File: src/verilog/gdlc_pkg.sv
// Shared constants, register map and CRC step function for the link check register bank.
`default_nettype none
package gdlc_pkg;
	// ------------------------------------------------------------
	// Widths.
	// ------------------------------------------------------------
	localparam int WORD_W = 16; // Serial word and register width.
	localparam int CRC_W = 8; // CRC accumulator width.
	localparam int IDX_W = 4; // Register index width.
	localparam int FRAME_CNT_W = 4; // Clock pulse counter, modulo sixteen.

	// ------------------------------------------------------------
	// Register indices.
	// ------------------------------------------------------------
	localparam logic [IDX_W-1:0] IDX_CRC_PAIR = 4'h0; // link_crc_pair.
	localparam logic [IDX_W-1:0] IDX_TEST_WORD = 4'h1; // link_test_word.
	localparam logic [IDX_W-1:0] IDX_CHIP_ADDR = 4'h2; // chip_address_store.
	localparam logic [IDX_W-1:0] IDX_INPUT_STATUS = 4'h3; // input_and_state_status.
	localparam logic [IDX_W-1:0] IDX_FIRST_CTRL = 4'h4; // first_control_reg, write side only.

	// ------------------------------------------------------------
	// Field positions.
	// ------------------------------------------------------------
	localparam int RX_CRC_MSB = 15; // Received-data CRC byte.
	localparam int RX_CRC_LSB = 8;
	localparam int TX_CRC_MSB = 7; // Sent-data CRC byte.
	localparam int TX_CRC_LSB = 0;
	localparam int CLEAR_SENT_CRC_BIT = 0; // clear_sent_crc in first_control_reg.
	localparam int CHIP_ADDR_W = 4; // chip_address_field width, bits 3-0.
	localparam int NONINV_BIT = 15; // noninv_input_level.
	localparam int INV_BIT = 14; // inv_input_level.
	localparam int SHORT_EN_BIT = 11; // short_enable_level.
	localparam int OPSTATE_MSB = 8; // operating_state, bits 8-6.
	localparam int OPSTATE_LSB = 6;
	localparam int PWM_FAULT_BIT = 5; // pwm_mismatch_fault.
	localparam int OVERTEMP_BIT = 1; // primary_overtemp_warning.

	// ------------------------------------------------------------
	// Reset values and codes.
	// ------------------------------------------------------------
	localparam logic [CRC_W-1:0] CRC_SEED = 8'hFF; // Accumulator reset value.
	localparam logic [CRC_W-1:0] CRC_POLY = 8'h07; // x^8+x^2+x+1, MSB first.
	localparam logic [WORD_W-1:0] TEST_WORD_RESET = 16'h0000;
	localparam logic [2:0] OPSTATE_CONFIG1 = 3'h1; // First configuration.
	localparam logic [2:0] OPSTATE_CONFIG2 = 3'h2; // Second configuration.
	localparam logic [2:0] OPSTATE_ACTIVE = 3'h3; // Active.
	localparam logic [CHIP_ADDR_W-1:0] CHIP_ADDR_RESET = 4'h0;

	// Folds one 16-bit word into the CRC, most significant bit first.
	function automatic logic [CRC_W-1:0] gdlc_crc_word(input logic [CRC_W-1:0] crcIn,
		input logic [WORD_W-1:0] word);
		logic [CRC_W-1:0] c;
		logic fb;
		c = crcIn;
		fb = 1'b0;
		for (int i = WORD_W - 1; i >= 0; i--) begin
			fb = c[CRC_W-1] ^ word[i];
			c = {c[CRC_W-2:0], 1'b0} ^ (fb ? CRC_POLY : 8'h00);
		end
		return c;
	endfunction
endpackage
`default_nettype wire

File: src/verilog/gdlc_crc_if.sv
// Carrier between the register bank and one CRC accumulator.
`timescale 1ns/1ps
`default_nettype none
interface gdlc_crc_if;
	import gdlc_pkg::*;
	logic init; // Reload the seed; wins over a step.
	logic step; // Fold in one word.
	logic [WORD_W-1:0] word; // Word to fold in.
	logic [CRC_W-1:0] crc; // Current accumulator value.
	modport engine (input init, input step, input word, output crc);
	modport user (output init, output step, output word, input crc);
endinterface
`default_nettype wire

File: src/verilog/gdlc_crc8.sv
// Eight-bit CRC accumulator over 16-bit serial words.
`timescale 1ns/1ps
`default_nettype none
module gdlc_crc8 import gdlc_pkg::*; (
	input wire logic sys_clk,
	input wire logic sys_rst,
	input wire logic ce,
	gdlc_crc_if.engine bus
);
	logic [CRC_W-1:0] crc_reg; // Accumulator.

	// Seed reload has priority, otherwise fold in the offered word.
	always_ff @(posedge sys_clk or posedge sys_rst) begin
		if (sys_rst) begin
			crc_reg <= CRC_SEED;
		end else if (ce) begin
			if (bus.init) begin
				crc_reg <= CRC_SEED;
			end else if (bus.step) begin
				crc_reg <= gdlc_crc_word(crc_reg, bus.word);
			end
		end
	end

	assign bus.crc = crc_reg;
endmodule // gdlc_crc8
`default_nettype wire

File: src/verilog/gdlc_frame_check.sv
// Counts serial clock pulses per chip-select frame and judges each frame at its end.
`timescale 1ns/1ps
`default_nettype none
module gdlc_frame_check import gdlc_pkg::*; (
	input wire logic sys_clk,
	input wire logic sys_rst,
	input wire logic ce,
	input wire logic csN,
	input wire logic sclkPulse,
	output logic frameOk,
	output logic frameBad
);
	logic csPrev_reg; // Chip select one cycle ago.
	logic [FRAME_CNT_W-1:0] pulseCnt_reg; // Pulses modulo sixteen.
	logic frameEnd; // Chip select rising.

	assign frameEnd = csN & ~csPrev_reg;

	// Tracks chip select to find the frame edges.
	always_ff @(posedge sys_clk or posedge sys_rst) begin
		if (sys_rst) begin
			csPrev_reg <= 1'b1;
		end else if (ce) begin
			csPrev_reg <= csN;
		end
	end

	// Counts pulses inside a frame; a new frame starts from zero.
	always_ff @(posedge sys_clk or posedge sys_rst) begin
		if (sys_rst) begin
			pulseCnt_reg <= '0;
		end else if (ce) begin
			if (!csN && csPrev_reg) begin
				pulseCnt_reg <= sclkPulse ? 4'h1 : 4'h0;
			end else if (!csN && sclkPulse) begin
				pulseCnt_reg <= pulseCnt_reg + 4'h1;
			end
		end
	end

	// A frame is whole when its pulse count is a multiple of sixteen.
	always_ff @(posedge sys_clk or posedge sys_rst) begin
		if (sys_rst) begin
			frameOk <= 1'b0;
			frameBad <= 1'b0;
		end else if (ce) begin
			frameOk <= frameEnd && (pulseCnt_reg == '0);
			frameBad <= frameEnd && (pulseCnt_reg != '0);
		end
	end
endmodule // gdlc_frame_check
`default_nettype wire

File: src/verilog/gdlc_regs.sv
// Link check and status register bank of the isolated gate driver primary side.
// What this block does
// - Accumulate CRC over received words, upper byte.
// - Received-CRC write compares, then reseeds accumulator.
// - Compare mismatch sets serial-link fault.
// - Accumulate CRC over sent words, lower byte.
// - clear_sent_crc write of one reseeds sent CRC.
// - Non-zero test word write raises config fault.
// - Chip address loads only in first configuration.
// - Status shows live input and short-enable levels.
// - Operating state field, resets to first configuration.
// - Secondary PWM differing from input sets fault.
// - Over-temperature sets primary warning bit.
// - Warning clears on read only once cooled.
// - Reserved bits read as zero.
// - Frame without sixteen-multiple pulses sets link fault.
// - Link fault clears after valid command, then read.
`timescale 1ns/1ps
`default_nettype none
module gdlc_regs import gdlc_pkg::*; (
	input wire logic sys_clk,
	input wire logic sys_rst,
	input wire logic ce,
	input wire logic [IDX_W-1:0] regIdx,
	input wire logic regWr,
	input wire logic regRd,
	input wire logic [WORD_W-1:0] regWdata,
	output logic [WORD_W-1:0] regRdata,
	input wire logic rxWordValid,
	input wire logic [WORD_W-1:0] rxWord,
	input wire logic txWordValid,
	input wire logic [WORD_W-1:0] txWord,
	input wire logic csN,
	input wire logic sclkPulse,
	input wire logic secondStatusRead,
	input wire logic noninvInputLevel,
	input wire logic invInputLevel,
	input wire logic activeShortEnablePin,
	input wire logic secondaryPwmLevel,
	input wire logic overTemp,
	input wire logic [2:0] operatingStateIn,
	input wire logic serialAddrMode,
	input wire logic chipAddrLoad,
	input wire logic [CHIP_ADDR_W-1:0] chipAddrIn,
	output logic serialLinkFault,
	output logic configCrcFault
);
	// ------------------------------------------------------------
	// Decode and CRC engines.
	// ------------------------------------------------------------
	gdlc_crc_if rxIf(); // Received-data accumulator link.
	gdlc_crc_if txIf(); // Sent-data accumulator link.

	logic crcWrite; // Host writes the received-CRC byte.
	logic ctrlClearTx; // Host writes clear_sent_crc as one.
	logic testWrite; // Host writes the test word.
	logic inputStatusRead; // Host reads the input and state status.
	logic crcMismatch; // Written byte differs from the accumulator.
	logic frameOk; // Frame ended with a whole word count.
	logic frameBad; // Frame ended with a broken word count.

	assign crcWrite = regWr && (regIdx == IDX_CRC_PAIR);
	assign ctrlClearTx = regWr && (regIdx == IDX_FIRST_CTRL) && regWdata[CLEAR_SENT_CRC_BIT];
	assign testWrite = regWr && (regIdx == IDX_TEST_WORD);
	assign inputStatusRead = regRd && (regIdx == IDX_INPUT_STATUS);
	assign crcMismatch = crcWrite && (regWdata[RX_CRC_MSB:RX_CRC_LSB] != rxIf.crc);

	// The write itself reseeds; its own word is not folded in.
	assign rxIf.init = crcWrite;
	assign rxIf.step = rxWordValid;
	assign rxIf.word = rxWord;
	assign txIf.init = ctrlClearTx;
	assign txIf.step = txWordValid;
	assign txIf.word = txWord;

	// Both directions share one engine design and seed.
	gdlc_crc8 rxCrcUnit (
		.sys_clk(sys_clk),
		.sys_rst(sys_rst),
		.ce(ce),
		.bus(rxIf.engine)
	);

	gdlc_crc8 txCrcUnit (
		.sys_clk(sys_clk),
		.sys_rst(sys_rst),
		.ce(ce),
		.bus(txIf.engine)
	);

	gdlc_frame_check frameUnit (
		.sys_clk(sys_clk),
		.sys_rst(sys_rst),
		.ce(ce),
		.csN(csN),
		.sclkPulse(sclkPulse),
		.frameOk(frameOk),
		.frameBad(frameBad)
	);

	// ------------------------------------------------------------
	// Serial-link fault.
	// ------------------------------------------------------------
	logic clearArmed_reg; // A valid command has been seen since the last set or second status read.

	// Arms the clear on a whole frame; a new fault disarms it.
	always_ff @(posedge sys_clk or posedge sys_rst) begin
		if (sys_rst) begin
			clearArmed_reg <= 1'b0;
		end else if (ce) begin
			if (frameBad || crcMismatch) begin
				clearArmed_reg <= 1'b0;
			end else if (frameOk) begin
				clearArmed_reg <= 1'b1;
			end else if (secondStatusRead) begin
				clearArmed_reg <= 1'b0;
			end
		end
	end

	// Setting wins over the read that would clear it.
	always_ff @(posedge sys_clk or posedge sys_rst) begin
		if (sys_rst) begin
			serialLinkFault <= 1'b0;
		end else if (ce) begin
			if (crcMismatch || frameBad) begin
				serialLinkFault <= 1'b1;
			end else if (secondStatusRead && clearArmed_reg) begin
				serialLinkFault <= 1'b0;
			end
		end
	end

	// ------------------------------------------------------------
	// Test word and configuration fault.
	// ------------------------------------------------------------
	logic [WORD_W-1:0] testWord_reg; // link_test_word contents.

	// Plain read/write storage.
	always_ff @(posedge sys_clk or posedge sys_rst) begin
		if (sys_rst) begin
			testWord_reg <= TEST_WORD_RESET;
		end else if (ce && testWrite) begin
			testWord_reg <= regWdata;
		end
	end

	// Sticky until the second status word is read; a new non-zero write wins.
	always_ff @(posedge sys_clk or posedge sys_rst) begin
		if (sys_rst) begin
			configCrcFault <= 1'b0;
		end else if (ce) begin
			if (testWrite && (regWdata != '0)) begin
				configCrcFault <= 1'b1;
			end else if (secondStatusRead) begin
				configCrcFault <= 1'b0;
			end
		end
	end

	// ------------------------------------------------------------
	// Chip address and operating state.
	// ------------------------------------------------------------
	logic [CHIP_ADDR_W-1:0] chipAddr_reg; // chip_address_field.
	logic [2:0] opState_reg; // operating_state.

	// Loads only in first configuration under serial addressing.
	always_ff @(posedge sys_clk or posedge sys_rst) begin
		if (sys_rst) begin
			chipAddr_reg <= CHIP_ADDR_RESET;
		end else if (ce && chipAddrLoad && serialAddrMode && (opState_reg == OPSTATE_CONFIG1)) begin
			chipAddr_reg <= chipAddrIn;
		end
	end

	// Follows the device sequencer; every code is shown as given.
	always_ff @(posedge sys_clk or posedge sys_rst) begin
		if (sys_rst) begin
			opState_reg <= OPSTATE_CONFIG1;
		end else if (ce) begin
			opState_reg <= operatingStateIn;
		end
	end

	// ------------------------------------------------------------
	// Status flags.
	// ------------------------------------------------------------
	logic pwmFault_reg; // pwm_mismatch_fault.
	logic overtempWarn_reg; // primary_overtemp_warning.

	// Sticky mismatch; a status read clears it once paths agree.
	always_ff @(posedge sys_clk or posedge sys_rst) begin
		if (sys_rst) begin
			pwmFault_reg <= 1'b0;
		end else if (ce) begin
			if (secondaryPwmLevel != noninvInputLevel) begin
				pwmFault_reg <= 1'b1;
			end else if (inputStatusRead) begin
				pwmFault_reg <= 1'b0;
			end
		end
	end

	// Heat sets; a read clears only when already cool.
	always_ff @(posedge sys_clk or posedge sys_rst) begin
		if (sys_rst) begin
			overtempWarn_reg <= 1'b0;
		end else if (ce) begin
			if (overTemp) begin
				overtempWarn_reg <= 1'b1;
			end else if (inputStatusRead) begin
				overtempWarn_reg <= 1'b0;
			end
		end
	end

	// ------------------------------------------------------------
	// Read path.
	// ------------------------------------------------------------
	logic [WORD_W-1:0] readMux; // Selected register image.

	// Builds the image; every bit not assigned reads zero.
	always_comb begin
		readMux = '0;
		unique case (regIdx)
			IDX_CRC_PAIR: begin
				readMux[RX_CRC_MSB:RX_CRC_LSB] = rxIf.crc;
				readMux[TX_CRC_MSB:TX_CRC_LSB] = txIf.crc;
			end
			IDX_TEST_WORD: begin
				readMux = testWord_reg;
			end
			IDX_CHIP_ADDR: begin
				readMux[CHIP_ADDR_W-1:0] = chipAddr_reg;
			end
			IDX_INPUT_STATUS: begin
				readMux[NONINV_BIT] = noninvInputLevel;
				readMux[INV_BIT] = invInputLevel;
				readMux[SHORT_EN_BIT] = activeShortEnablePin;
				readMux[OPSTATE_MSB:OPSTATE_LSB] = opState_reg;
				readMux[PWM_FAULT_BIT] = pwmFault_reg;
				readMux[OVERTEMP_BIT] = overtempWarn_reg;
			end
			default: begin
				readMux = '0;
			end
		endcase
	end

	// Read data appears the cycle after the read strobe.
	always_ff @(posedge sys_clk or posedge sys_rst) begin
		if (sys_rst) begin
			regRdata <= '0;
		end else if (ce && regRd) begin
			regRdata <= readMux;
		end
	end
endmodule // gdlc_regs
`default_nettype wire

File: config.mk
export PLATFORM = sky130hd
export DESIGN_NAME = gdlc_regs
export DESIGN_NICKNAME = d
export VERILOG_FILES = /design/src/verilog/gdlc_pkg.sv /design/src/verilog/gdlc_crc_if.sv /design/src/verilog/gdlc_crc8.sv /design/src/verilog/gdlc_frame_check.sv /design/src/verilog/gdlc_regs.sv
export SDC_FILE = /design/constraint.sdc
export NUM_CORES = 1
export LEC_CHECK = 0
export ABC_AREA = 1
export BUFFER_PORTS_ARGS = -buffer_cell sky130_fd_sc_hd__buf_2
export CAP_MARGIN = 20
export CELL_PAD_IN_SITES_DETAIL_PLACEMENT = 0
export CELL_PAD_IN_SITES_GLOBAL_PLACEMENT = 1
export CORE_UTILIZATION = 29
export CTS_BUF_LIST = sky130_fd_sc_hd__clkbuf_8
export DETAILED_ROUTE_END_ITERATION = 7
export GPL_TIMING_DRIVEN = 0
export PLACE_DENSITY = 0.72
export SLEW_MARGIN = 10
export SYNTH_ARGS = -nofsm -noshare
export SYNTH_HDL_FRONTEND = slang
export SYNTH_SLANG_ARGS = --single-unit
File: constraint.sdc
create_clock -name sys_clk -period 6.07 [get_ports sys_clk]
set_input_delay 1.214 -clock sys_clk [delete_from_list [all_inputs] [get_ports sys_clk]]
set_output_delay 1.214 -clock sys_clk [all_outputs]
set_load 0.02 [all_outputs]
[Yosys cells after proc, flatten, opt, wreduce, memory -nomap -nowiden]
Index checks and enable logic that the tools add are counted.
Word-level totals
  flip-flop bits (word level): 67
  output and inout bits: 18
Cells by class
  $add $sub $neg: 1
  eq/ne operators: 7
  muxes and demuxes: 57
  bitwise gates (word level): 66
  reduce and logical (&&, ||, !) cells: 39
Operators by type and width (number)
  bitwise XOR 8 bit: 32
  two-way mux 3 bit: 32
  two-way mux 8 bit: 4
  bitwise XOR 1 bit: 32
  logical AND 1 bit: 17
  AND reduction 2 bit: 8
  nonzero test 16 bit: 1
  nonzero test 2 bit: 7
  one-hot mux 2 bit (3 select lines): 2
  one-hot mux 4 bit (3 select lines): 1
  two-way mux 1 bit: 10
  == test 4 x 2 -> 1 bit (second input constant): 2
  logical NOT 4 bit: 2
  two-way mux 4 bit: 2
  inequality test 8 bit: 1
  one-hot mux 2 bit (2 select lines): 2
  one-hot mux 1 bit (3 select lines): 2
  adder 4 x 1 -> 4 bit (second input constant): 1
  == test 4 x 1 -> 1 bit (second input constant): 1
  == test 4 x 3 -> 1 bit (second input constant): 1
  one-hot mux 1 bit (4 select lines): 1
  nonzero test 4 bit: 1
  == test 3 x 1 -> 1 bit (second input constant): 1
  nonzero test 3 bit: 1
  6 further kinds: 6

[Longest topological paths before layout]
Gate-level depths: netlist (run 1).
  depth after elaboration: 50
  mapped depth: 18
  depth with buffers taken out: 18

[Cells and area by module]
From an unflattened synthesis (run 1), not the netlist that was laid out.
Unflattened totals
  cells, all modules: 665
  area total of the unflattened synthesis: 4673.2 µm²
Modules (own cells, without submodules)
  gdlc_regs: instances 1, cells an instance 280, area each 2185.8 µm², seq. area each 1102.3 µm²
  gdlc_crc8: instances 2, cells an instance 170, area each 1044.8 µm², seq. area each 210.2 µm²
  gdlc_frame_check: instances 1, cells an instance 45, area each 397.9 µm², seq. area each 176.4 µm²

[Least setup slack after synthesis (run 1)]
Ideal clock, no wire load.
  path kind: input-to-reg
  start point: input txWord[11]
  end point: register txCrcUnit.crc_reg[4], in the netlist txCrcUnit.bus.crc[4]
  data arrival time: 2341 ps
  required time: 5993 ps
  setup slack: 3651 ps
  stages: 14
  path buffers: 0
  cell sequence: inv_1 nand2_2 nand2_2 xor2_1 or2_1 nand2_1 nand2_1 nand2_1 inv_1 nand2_1 nand2_1 nand2_1 nand3_1 and2_1
Between the ends
  longest elaborated chain between the ends: 18
  elaborated cells on any way between the ends: 20
  those cells by class: mux: 5; bitwise: 15
Ends and longest elaborated chain
  start: declaration: RTL line gdlc_regs.sv:32  | input wire logic [WORD_W-1:0] txWord,
  bitwise XOR 1 bit (*): RTL line gdlc_pkg.sv:57  | fb = c[CRC_W-1] ^ word[i];
  two-way mux 3 bit (*): RTL line gdlc_pkg.sv:58  | c = {c[CRC_W-2:0], 1'b0} ^ (fb ? CRC_POLY : 8'h00);
  bitwise XOR 8 bit (*) (7 in a row): RTL line gdlc_pkg.sv:58
  bitwise XOR 1 bit or bitwise XOR 8 bit (tied branches): RTL line gdlc_pkg.sv:57, gdlc_pkg.sv:58
  two-way mux 3 bit or bitwise XOR 1 bit (tied branches): RTL line gdlc_pkg.sv:58, gdlc_pkg.sv:57
  bitwise XOR 8 bit (*) (5 in a row): RTL line gdlc_pkg.sv:58
  two-way mux 8 bit (*): RTL line gdlc_crc8.sv:19  | end else if (bus.step) begin
  two-way mux 8 bit (*): RTL line gdlc_crc8.sv:17  | if (bus.init) begin
  end signal: assignment: RTL line gdlc_crc8.sv:20  | crc_reg <= gdlc_crc_word(crc_reg, bus.word);
  end: declaration: RTL line gdlc_crc8.sv:10  | logic [CRC_W-1:0] crc_reg;
Mark *: on every way between the ends. The rest lies on a longest branch, timed or not. The select of a mux whose other input is x is not followed.
A chain may end at the register's enable or synchronous reset.

[Worst setup path in the final report (run 1)]
  start point: input regIdx[3]
  end point: register rxCrcUnit.crc_reg[3], in the netlist rxCrcUnit.bus.crc[3]
Between the ends
  longest elaborated chain between the ends: 4
  elaborated cells on any way between the ends: 5
  those cells by class: mux: 1; reduce/logical: 4
Ends and longest elaborated chain
  start: declaration: RTL line gdlc_regs.sv:24  | input wire logic [IDX_W-1:0] regIdx,
  logical NOT 4 bit (*): RTL line gdlc_regs.sv:62  | assign crcWrite = regWr && (regIdx == IDX_CRC_PAIR);
  logical AND 1 bit (*): RTL line gdlc_regs.sv:62
  nonzero test 2 bit (no source line)
  AND reduction 2 bit (no source line)
  end signal: assignment: RTL line gdlc_crc8.sv:20
  end: declaration: RTL line gdlc_crc8.sv:10
Mark *: on every way between the ends. The rest lies on a longest branch, timed or not.

==> results.sh, run 1 <==
export IMPL_syn_nets=737
export IMPL_route_antenna_remaining_nets=0
export IMPL_clock_skew_ns=0.0150
export IMPL_cp_data_arrival_time_ns=2.86
export IMPL_gp_congestion=0.831
export IMPL_power_leakage_nw=3.03
export IMPL_whs_path_depth=2
export IMPL_synth_top_area_share_pct=26.6
export IMPL_grt_pass1_vias=4205
export IMPL_ys_warn_count=0
export IMPL_worst_pin_slew_ns=0.540
export IMPL_tns_ns=0
export IMPL_h_tree_depth=3
export IMPL_holdBufCountCts=0
export IMPL_core_area_sq_um=15400
export IMPL_layout_commonest_cell="nand2_1"
export IMPL_die_h_um=128
export IMPL_track_usage_pct=16.2
export IMPL_ys_ff_latch=67
export IMPL_max_freq_mhz=389
export IMPL_synthCells=659
export IMPL_io_pins=94
export IMPL_reg2reg_slack_ns=4.11
export IMPL_nets=841
export IMPL_hold_viol_final=0
export IMPL_hpwl_mm=10.3
export IMPL_final_cell_mix="nand2_1 (230), inv_1 (98), buf_2 (94)"
export IMPL_die_area_sq_um=16400
export IMPL_power_mw=2.55
export IMPL_power_density_nw_per_um2=458
export IMPL_clock_sink_count=67
export IMPL_firstDrtPassIters=5
export IMPL_period_minus_slack_ns=2.57
export IMPL_drc=0
export IMPL_cp_slowest_stage_delay_ns=0.29
export IMPL_post_cts_buffers=0
export IMPL_grt_start_max_net_pins=43
export IMPL_antenna_found_initial=1
export IMPL_setup_violations=0
export IMPL_initial_core_util_pct=30.0
export IMPL_fill_cells=1693
export IMPL_grt_pass1_wl_mm=20.6
export IMPL_vias_per_cell=4.43
export IMPL_syn2layout_area_growth_pct=21.2
export IMPL_cpMostUsedCell="inv_2"
export IMPL_totalWireLength_mm=12.6
export IMPL_hold_end="testWord_reg[1]$_DFFE_PP0P_"
export IMPL_path_max_fanout=10
export IMPL_finalCritPeriodShare_pct=42.4
export IMPL_finish_utilization_pct=36.3
export IMPL_clk_pin_slew_ns=0.07
export IMPL_routedWlPerCell_um=12.8
export IMPL_grt_overflow=0
export IMPL_cts_buffer_depth=2
export IMPL_cts_tree="done"
export IMPL_reg2reg_from="rxCrcUnit.bus.crc[7]$_DFFE_PP1P_"
export IMPL_drv_cap=0
export IMPL_hp_class="reg -> reg"
export IMPL_critPathKind="in -> reg"
export IMPL_avgSynthCellArea_sq_um=6.99
export IMPL_num_rows=45
export IMPL_post_cts_resized=0
export IMPL_die_w_um=128
export IMPL_drt_initial_drc_count=158
export IMPL_r2r_end="rxCrcUnit.bus.crc[3]$_DFFE_PP1P_"
export IMPL_finalMaxSlewViolations=0
export IMPL_ir_drop_mv=0.219
export IMPL_crit_buf_inv=6
export IMPL_crit_path_end_kind="flip-flop"
export IMPL_crit_path_start_kind="primary input"
export IMPL_io_buffers=92
export IMPL_crit_family="simple AND/OR/NAND/NOR gates"
export IMPL_syn_area_sq_um=4610
export IMPL_cp_cell_sequence="buf_2 -> nor2_2 -> inv_2 -> nor2_4 -> inv_2 -> nor2_2 -> o21ai_2 -> inv_2 -> nand2_1 -> inv_2 -> nand2_1 -> o21ai_1 -> inv_1"
export IMPL_ys_types=45
export IMPL_status="finished clean"
export IMPL_worstPathRequired_ns=6.35
export IMPL_cts_made_buffers=9
export IMPL_num_vias=4337
export IMPL_min_from="testWord_reg[1]$_DFFE_PP0P_"
export IMPL_reg2regPathDepth=14
export IMPL_clk_latency_ns=0.36
export IMPL_yosys_area_top_type="dfrtp_1"
export IMPL_drive_gt1_share_pct=26.2
export IMPL_yosysSeqAreaShare_pct=36.9
export IMPL_slowest_stage="nor2_4"
export IMPL_max_slew_margin_pct=64.0
export IMPL_synth_area_leaders="dfrtp_1 (27%), nand2_1 (19%), dfstp_2 (10%), inv_1 (8.0%), nand3_1 (4.7%)"
export IMPL_rsz0062_at_grt="false"
export IMPL_cts_root_buf="clkbuf_8"
## how the worst max path moves through the flow
| stage | cells past startpoint | endpoint | from | slack [ns] |
|---|---|---|---|---|
| 3_5_place_dp | 13 | rxCrcUnit.bus.crc[3]$_DFFE_PP1P_ | regIdx[3] | 3.11 |
| 3_3_place_gp | 2 | testWord_reg[12]$_DFFE_PP0P_ | sys_rst | 2.20 |
| 6_report | 13 | rxCrcUnit.bus.crc[3]$_DFFE_PP1P_ | regIdx[3] | 3.50 |
| 4_1_cts | 13 | rxCrcUnit.bus.crc[3]$_DFFE_PP1P_ | regIdx[3] | 3.47 |
| 5_1_grt | 13 | rxCrcUnit.bus.crc[3]$_DFFE_PP1P_ | regIdx[3] | 3.28 |
| 2_1_floorplan | 1 | chipAddr_reg[0]$_DFFE_PP0P_ | sys_rst | 3.20 |
## metal layers
layer / routed length, um / GRT usage (%)
met1: 5950 / 21.2
met2: 5850 / 27.3
met3: 499 / 2.25
met4: 264 / 6.09
met5: 0 / 0
## worst register-to-register path: stages, from the launching register on
cell and delay [ns]:
dfstp_2 0.63, inv_2 0.09, nand2_1 0.06, nand2_1 0.09, nand3_1 0.10, nand2_2 0.09
xor2_1 0.15, nand2_1 0.06, nand2_1 0.08, inv_1 0.10, nand2_1 0.11, nand3_1 0.10
nand2_1 0.05, o21ai_1 0.14, inv_1 0.05
## stage by stage
| step | setup slack, ns | instances | cell area, sq um | hold WS [ns] |
|---|---|---|---|---|
| 2_1_floorplan | 3.20 | 659 | 4610 | 0.442 |
| 3_3_place_gp | 2.20 | 962 | 5330 | 0.456 |
| 3_5_place_dp | 3.11 | 963 | 5360 | 0.462 |
| 4_1_cts | 3.47 | 979 | 5580 | 0.477 |
| 5_1_grt | 3.28 | 979 | 5580 | 0.492 |
| 6_report | 3.50 | 980 | 5580 | 0.478 |
## power breakdown
group / switching, mW / internal, mW / total (mW)
clock network: 0.184 / 0.231 / 0.415
logic: 0.904 / 0.540 / 1.44
registers: 0.0990 / 0.597 / 0.696
total: 1.19 / 1.37 / 2.55
## synthesized netlist by cell type, drive strengths merged
cell and instances:
and2 2, o211ai 1, a221oi 3, o2111ai 1, o21bai 1, nand3b 1
or2 2, o22ai 10, xnor2 17, nand4 5, dfrtp 49, a22oi 3
clkbuf 6, nand2 261, a21oi 16, or4 1, mux2 2, a21o 1
dfstp 18, a41oi 1, nor4 4, buf 2, a31oi 5, nor2 22
nand3 44, inv 116, o21ai 41, xor2 16, ha 2, nor3 6
## kinds of logic (layout without fill, tap and decap cells)
kind of cell / after synthesis / count (layout) / share of synthesized area (%)
adder cells (fa/ha/maj): 2 / 2 / 0.543
AO/OA/AOI/OAI: 83 / 83 / 10.3
multiplexers: 2 / 2 / 0.489
XOR/XNOR: 33 / 33 / 8.31
flip-flops: 67 / 67 / 36.9
other: 0 / 1 / 0
AND/OR/NAND/NOR: 348 / 348 / 33.3
buffers and inverters: 124 / 233 / 10.2
## layout make-up
cell class | instances | area (sq um) | area share (%)
multi-input combinational | 468 | 2440 | 43.7
timing repair buffer | 93 | 488 | 8.74
buffer | 8 | 32.5 | 0.583
sequential | 67 | 1700 | 30.4
clock inverter | 7 | 93.8 | 1.68
inverter | 116 | 438 | 7.85
clock buffer | 9 | 124 | 2.22
antenna | 1 | 2.50 | 0.0448
tap | 211 | 264 | 4.73
No activity file was read; power rests on OpenSTA's default activity.
==> inputs of run 2 (changes only) <==
Settings changed: PLACE_DENSITY 0.72 to 0.75.
Clock period 6.07 ns to 2.35 ns, I/O delays scaled along.
==> results.sh, run 2 (synthesis gave the netlist of run 1 again) <==
export IMPL_track_usage_pct=16.4
export IMPL_antenna_found_initial=1
export IMPL_grt_start_max_net_pins=58
export IMPL_die_w_um=128
export IMPL_grt_pass1_vias=4146
export IMPL_dp_cells=963
export IMPL_die_h_um=128
export IMPL_crit_path_start_kind="flip-flop"
export IMPL_clock_skew_ns=0.0176
export IMPL_fill_cells=1691
export IMPL_route_antenna_remaining_nets=0
export IMPL_multiInputGateArea_sq_um=2440
export IMPL_finalCritPeriodShare_pct=84.4
export IMPL_h_tree_depth=3
export IMPL_timing_final_ws_setup_ns=0.366
export IMPL_final_cell_mix="nand2_1 (230), inv_1 (98), buf_2 (94)"
export IMPL_worstPathRequired_ns=2.64
export IMPL_period_minus_slack_ns=1.98
export IMPL_io_buffers=92
export IMPL_cts_made_buffers=9
export IMPL_cts_tree="done"
export IMPL_slowest_stage="dfstp_2"
export IMPL_drv_cap=0
export IMPL_crit_buf_inv=2
export IMPL_p_clk_share_pct=15.2
export IMPL_max_slew_margin_pct=65.2
export IMPL_hold_viol_final=0
export IMPL_placed_cell_area_sq_um=5360
export IMPL_totalWireLength_mm=12.6
export IMPL_post_cts_resized=0
export IMPL_cp_data_arrival_time_ns=2.27
export IMPL_cpMostUsedCell="nand2_1"
export IMPL_p_sw_share_pct=47.1
export IMPL_tns_ns=0
export IMPL_gp_congestion=0.813
export IMPL_drt_initial_drc_count=244
export IMPL_finalMaxSlewViolations=0
export IMPL_clk_latency_ns=0.36
export IMPL_cts_root_buf="clkbuf_8"
export IMPL_max_freq_mhz=504
export IMPL_hpwl_mm=10.3
export IMPL_reg2regPathDepth=14
export IMPL_routedWlPerCell_um=12.8
export IMPL_p_seq_share_pct=27.4
export IMPL_grt_overflow=0
export IMPL_worst_pin_slew_ns=0.522
export IMPL_syn2layout_area_growth_pct=20.9
export IMPL_nets=841
export IMPL_crit_cells=14
export IMPL_status="finished clean"
export IMPL_critPathKind="reg -> reg"
export IMPL_grt_pass1_wl_mm=20.7
export IMPL_p_comb_share_pct=57.4
export IMPL_drc=0
export IMPL_vias_per_cell=4.32
export IMPL_rsz0062_at_grt="false"
export IMPL_drive_gt1_share_pct=26.2
export IMPL_setup_violations=0
export IMPL_path_max_fanout=4
export IMPL_finish_utilization_pct=36.2
export IMPL_holdWs_ns=0.00751
export IMPL_firstDrtPassIters=4
export IMPL_clk_pin_slew_ns=0.08
export IMPL_post_cts_buffers=0
export IMPL_power_mw=6.54
export IMPL_finalNonFillerCells=980
export IMPL_crit_family="simple AND/OR/NAND/NOR gates"
export IMPL_register_area_sq_um=1700
export IMPL_final_area_sq_um=5570
export IMPL_holdBufCountCts=0
export IMPL_initial_core_util_pct=30.0
export IMPL_num_rows=45
export IMPL_internal_power_mw=3.46
export IMPL_core_area_sq_um=15400
export IMPL_p_sw_mw=3.08
export IMPL_io_pins=94
export IMPL_cp_cell_sequence="inv_2 -> nand2_1 -> nand2_2 -> xnor2_1 -> nand3_1 -> nand2_1 -> nand2_1 -> nand2_2 -> inv_2 -> nand2_2 -> nand2_1 -> nand2_1 -> nand3_1 -> and2_1"
export IMPL_num_vias=4233
export IMPL_place_ws_ns=0.113
export IMPL_ir_drop_mv=0.583
export IMPL_power_density_nw_per_um2=1170
export IMPL_crit_path_end_kind="flip-flop"
export IMPL_layout_commonest_cell="nand2_1"
export IMPL_hp_class="in -> async"
export IMPL_cts_buffer_depth=2
export IMPL_clock_sink_count=67
export IMPL_cp_slowest_stage_delay_ns=0.55
export IMPL_die_area_sq_um=16400
export IMPL_power_leakage_nw=3.01
run 2: changes by cell type in the layout (fill, tap and decap cells not counted), sizes merged:
cell / change
clkinvlp: +1
inv: -1
bufinv: -1
clkbuf: +1
run 2: final timing paths:
check	endpoint	from	slack (ns)
worst max-delay path	txCrcUnit.bus.crc[4]$_DFFE_PP1P_	txCrcUnit.bus.crc[7]$_DFFE_PP1P_	0.37
worst min-delay path	regRdata[0]$_DFFE_PP0P_	sys_rst	0.008
worst max register to register	txCrcUnit.bus.crc[4]$_DFFE_PP1P_	txCrcUnit.bus.crc[7]$_DFFE_PP1P_	0.37
worst min register to register	testWord_reg[3]$_DFFE_PP0P_	testWord_reg[3]$_DFFE_PP0P_	0.48
max in group asynchronous	rxCrcUnit.bus.crc[5]$_DFFE_PP1P_	sys_rst	1.75
min in group sys_clk	opState_reg[2]$_DFFE_PP0P_	operatingStateIn[2]	0.31
run 2: cell type report:
type | instances | area share (%)
Antenna cell | 1 | 0.0450
Buffer | 8 | 0.584
Clock buffer | 10 | 2.47
Clock inverter | 6 | 1.19
Inverter | 116 | 7.87
Multi-Input combinational cell | 468 | 43.8
Sequential cell | 67 | 30.5
Tap cell | 211 | 4.74
Timing Repair Buffer | 93 | 8.77
run 2: layer usage:
metal  track usage, %  vias up  wire length [um]
li1                 -     2269                 -
met1             21.9     1863              5940
met2             27.0       86              5820
met3             3.05       13               631
met4             4.98        2               150
met5                0        -                10
run 2: power groups by stage:
stage                     registers, mW  clock network, mW  logic (mW)
after floorplan                    1.78                  0        3.00
after global placement             1.81                  0        3.76
after detailed placement           1.81                  0        3.78
after CTS                          1.79               1.02        3.80
after global routing               1.83               1.08        4.31
final                              1.79              0.995        3.75
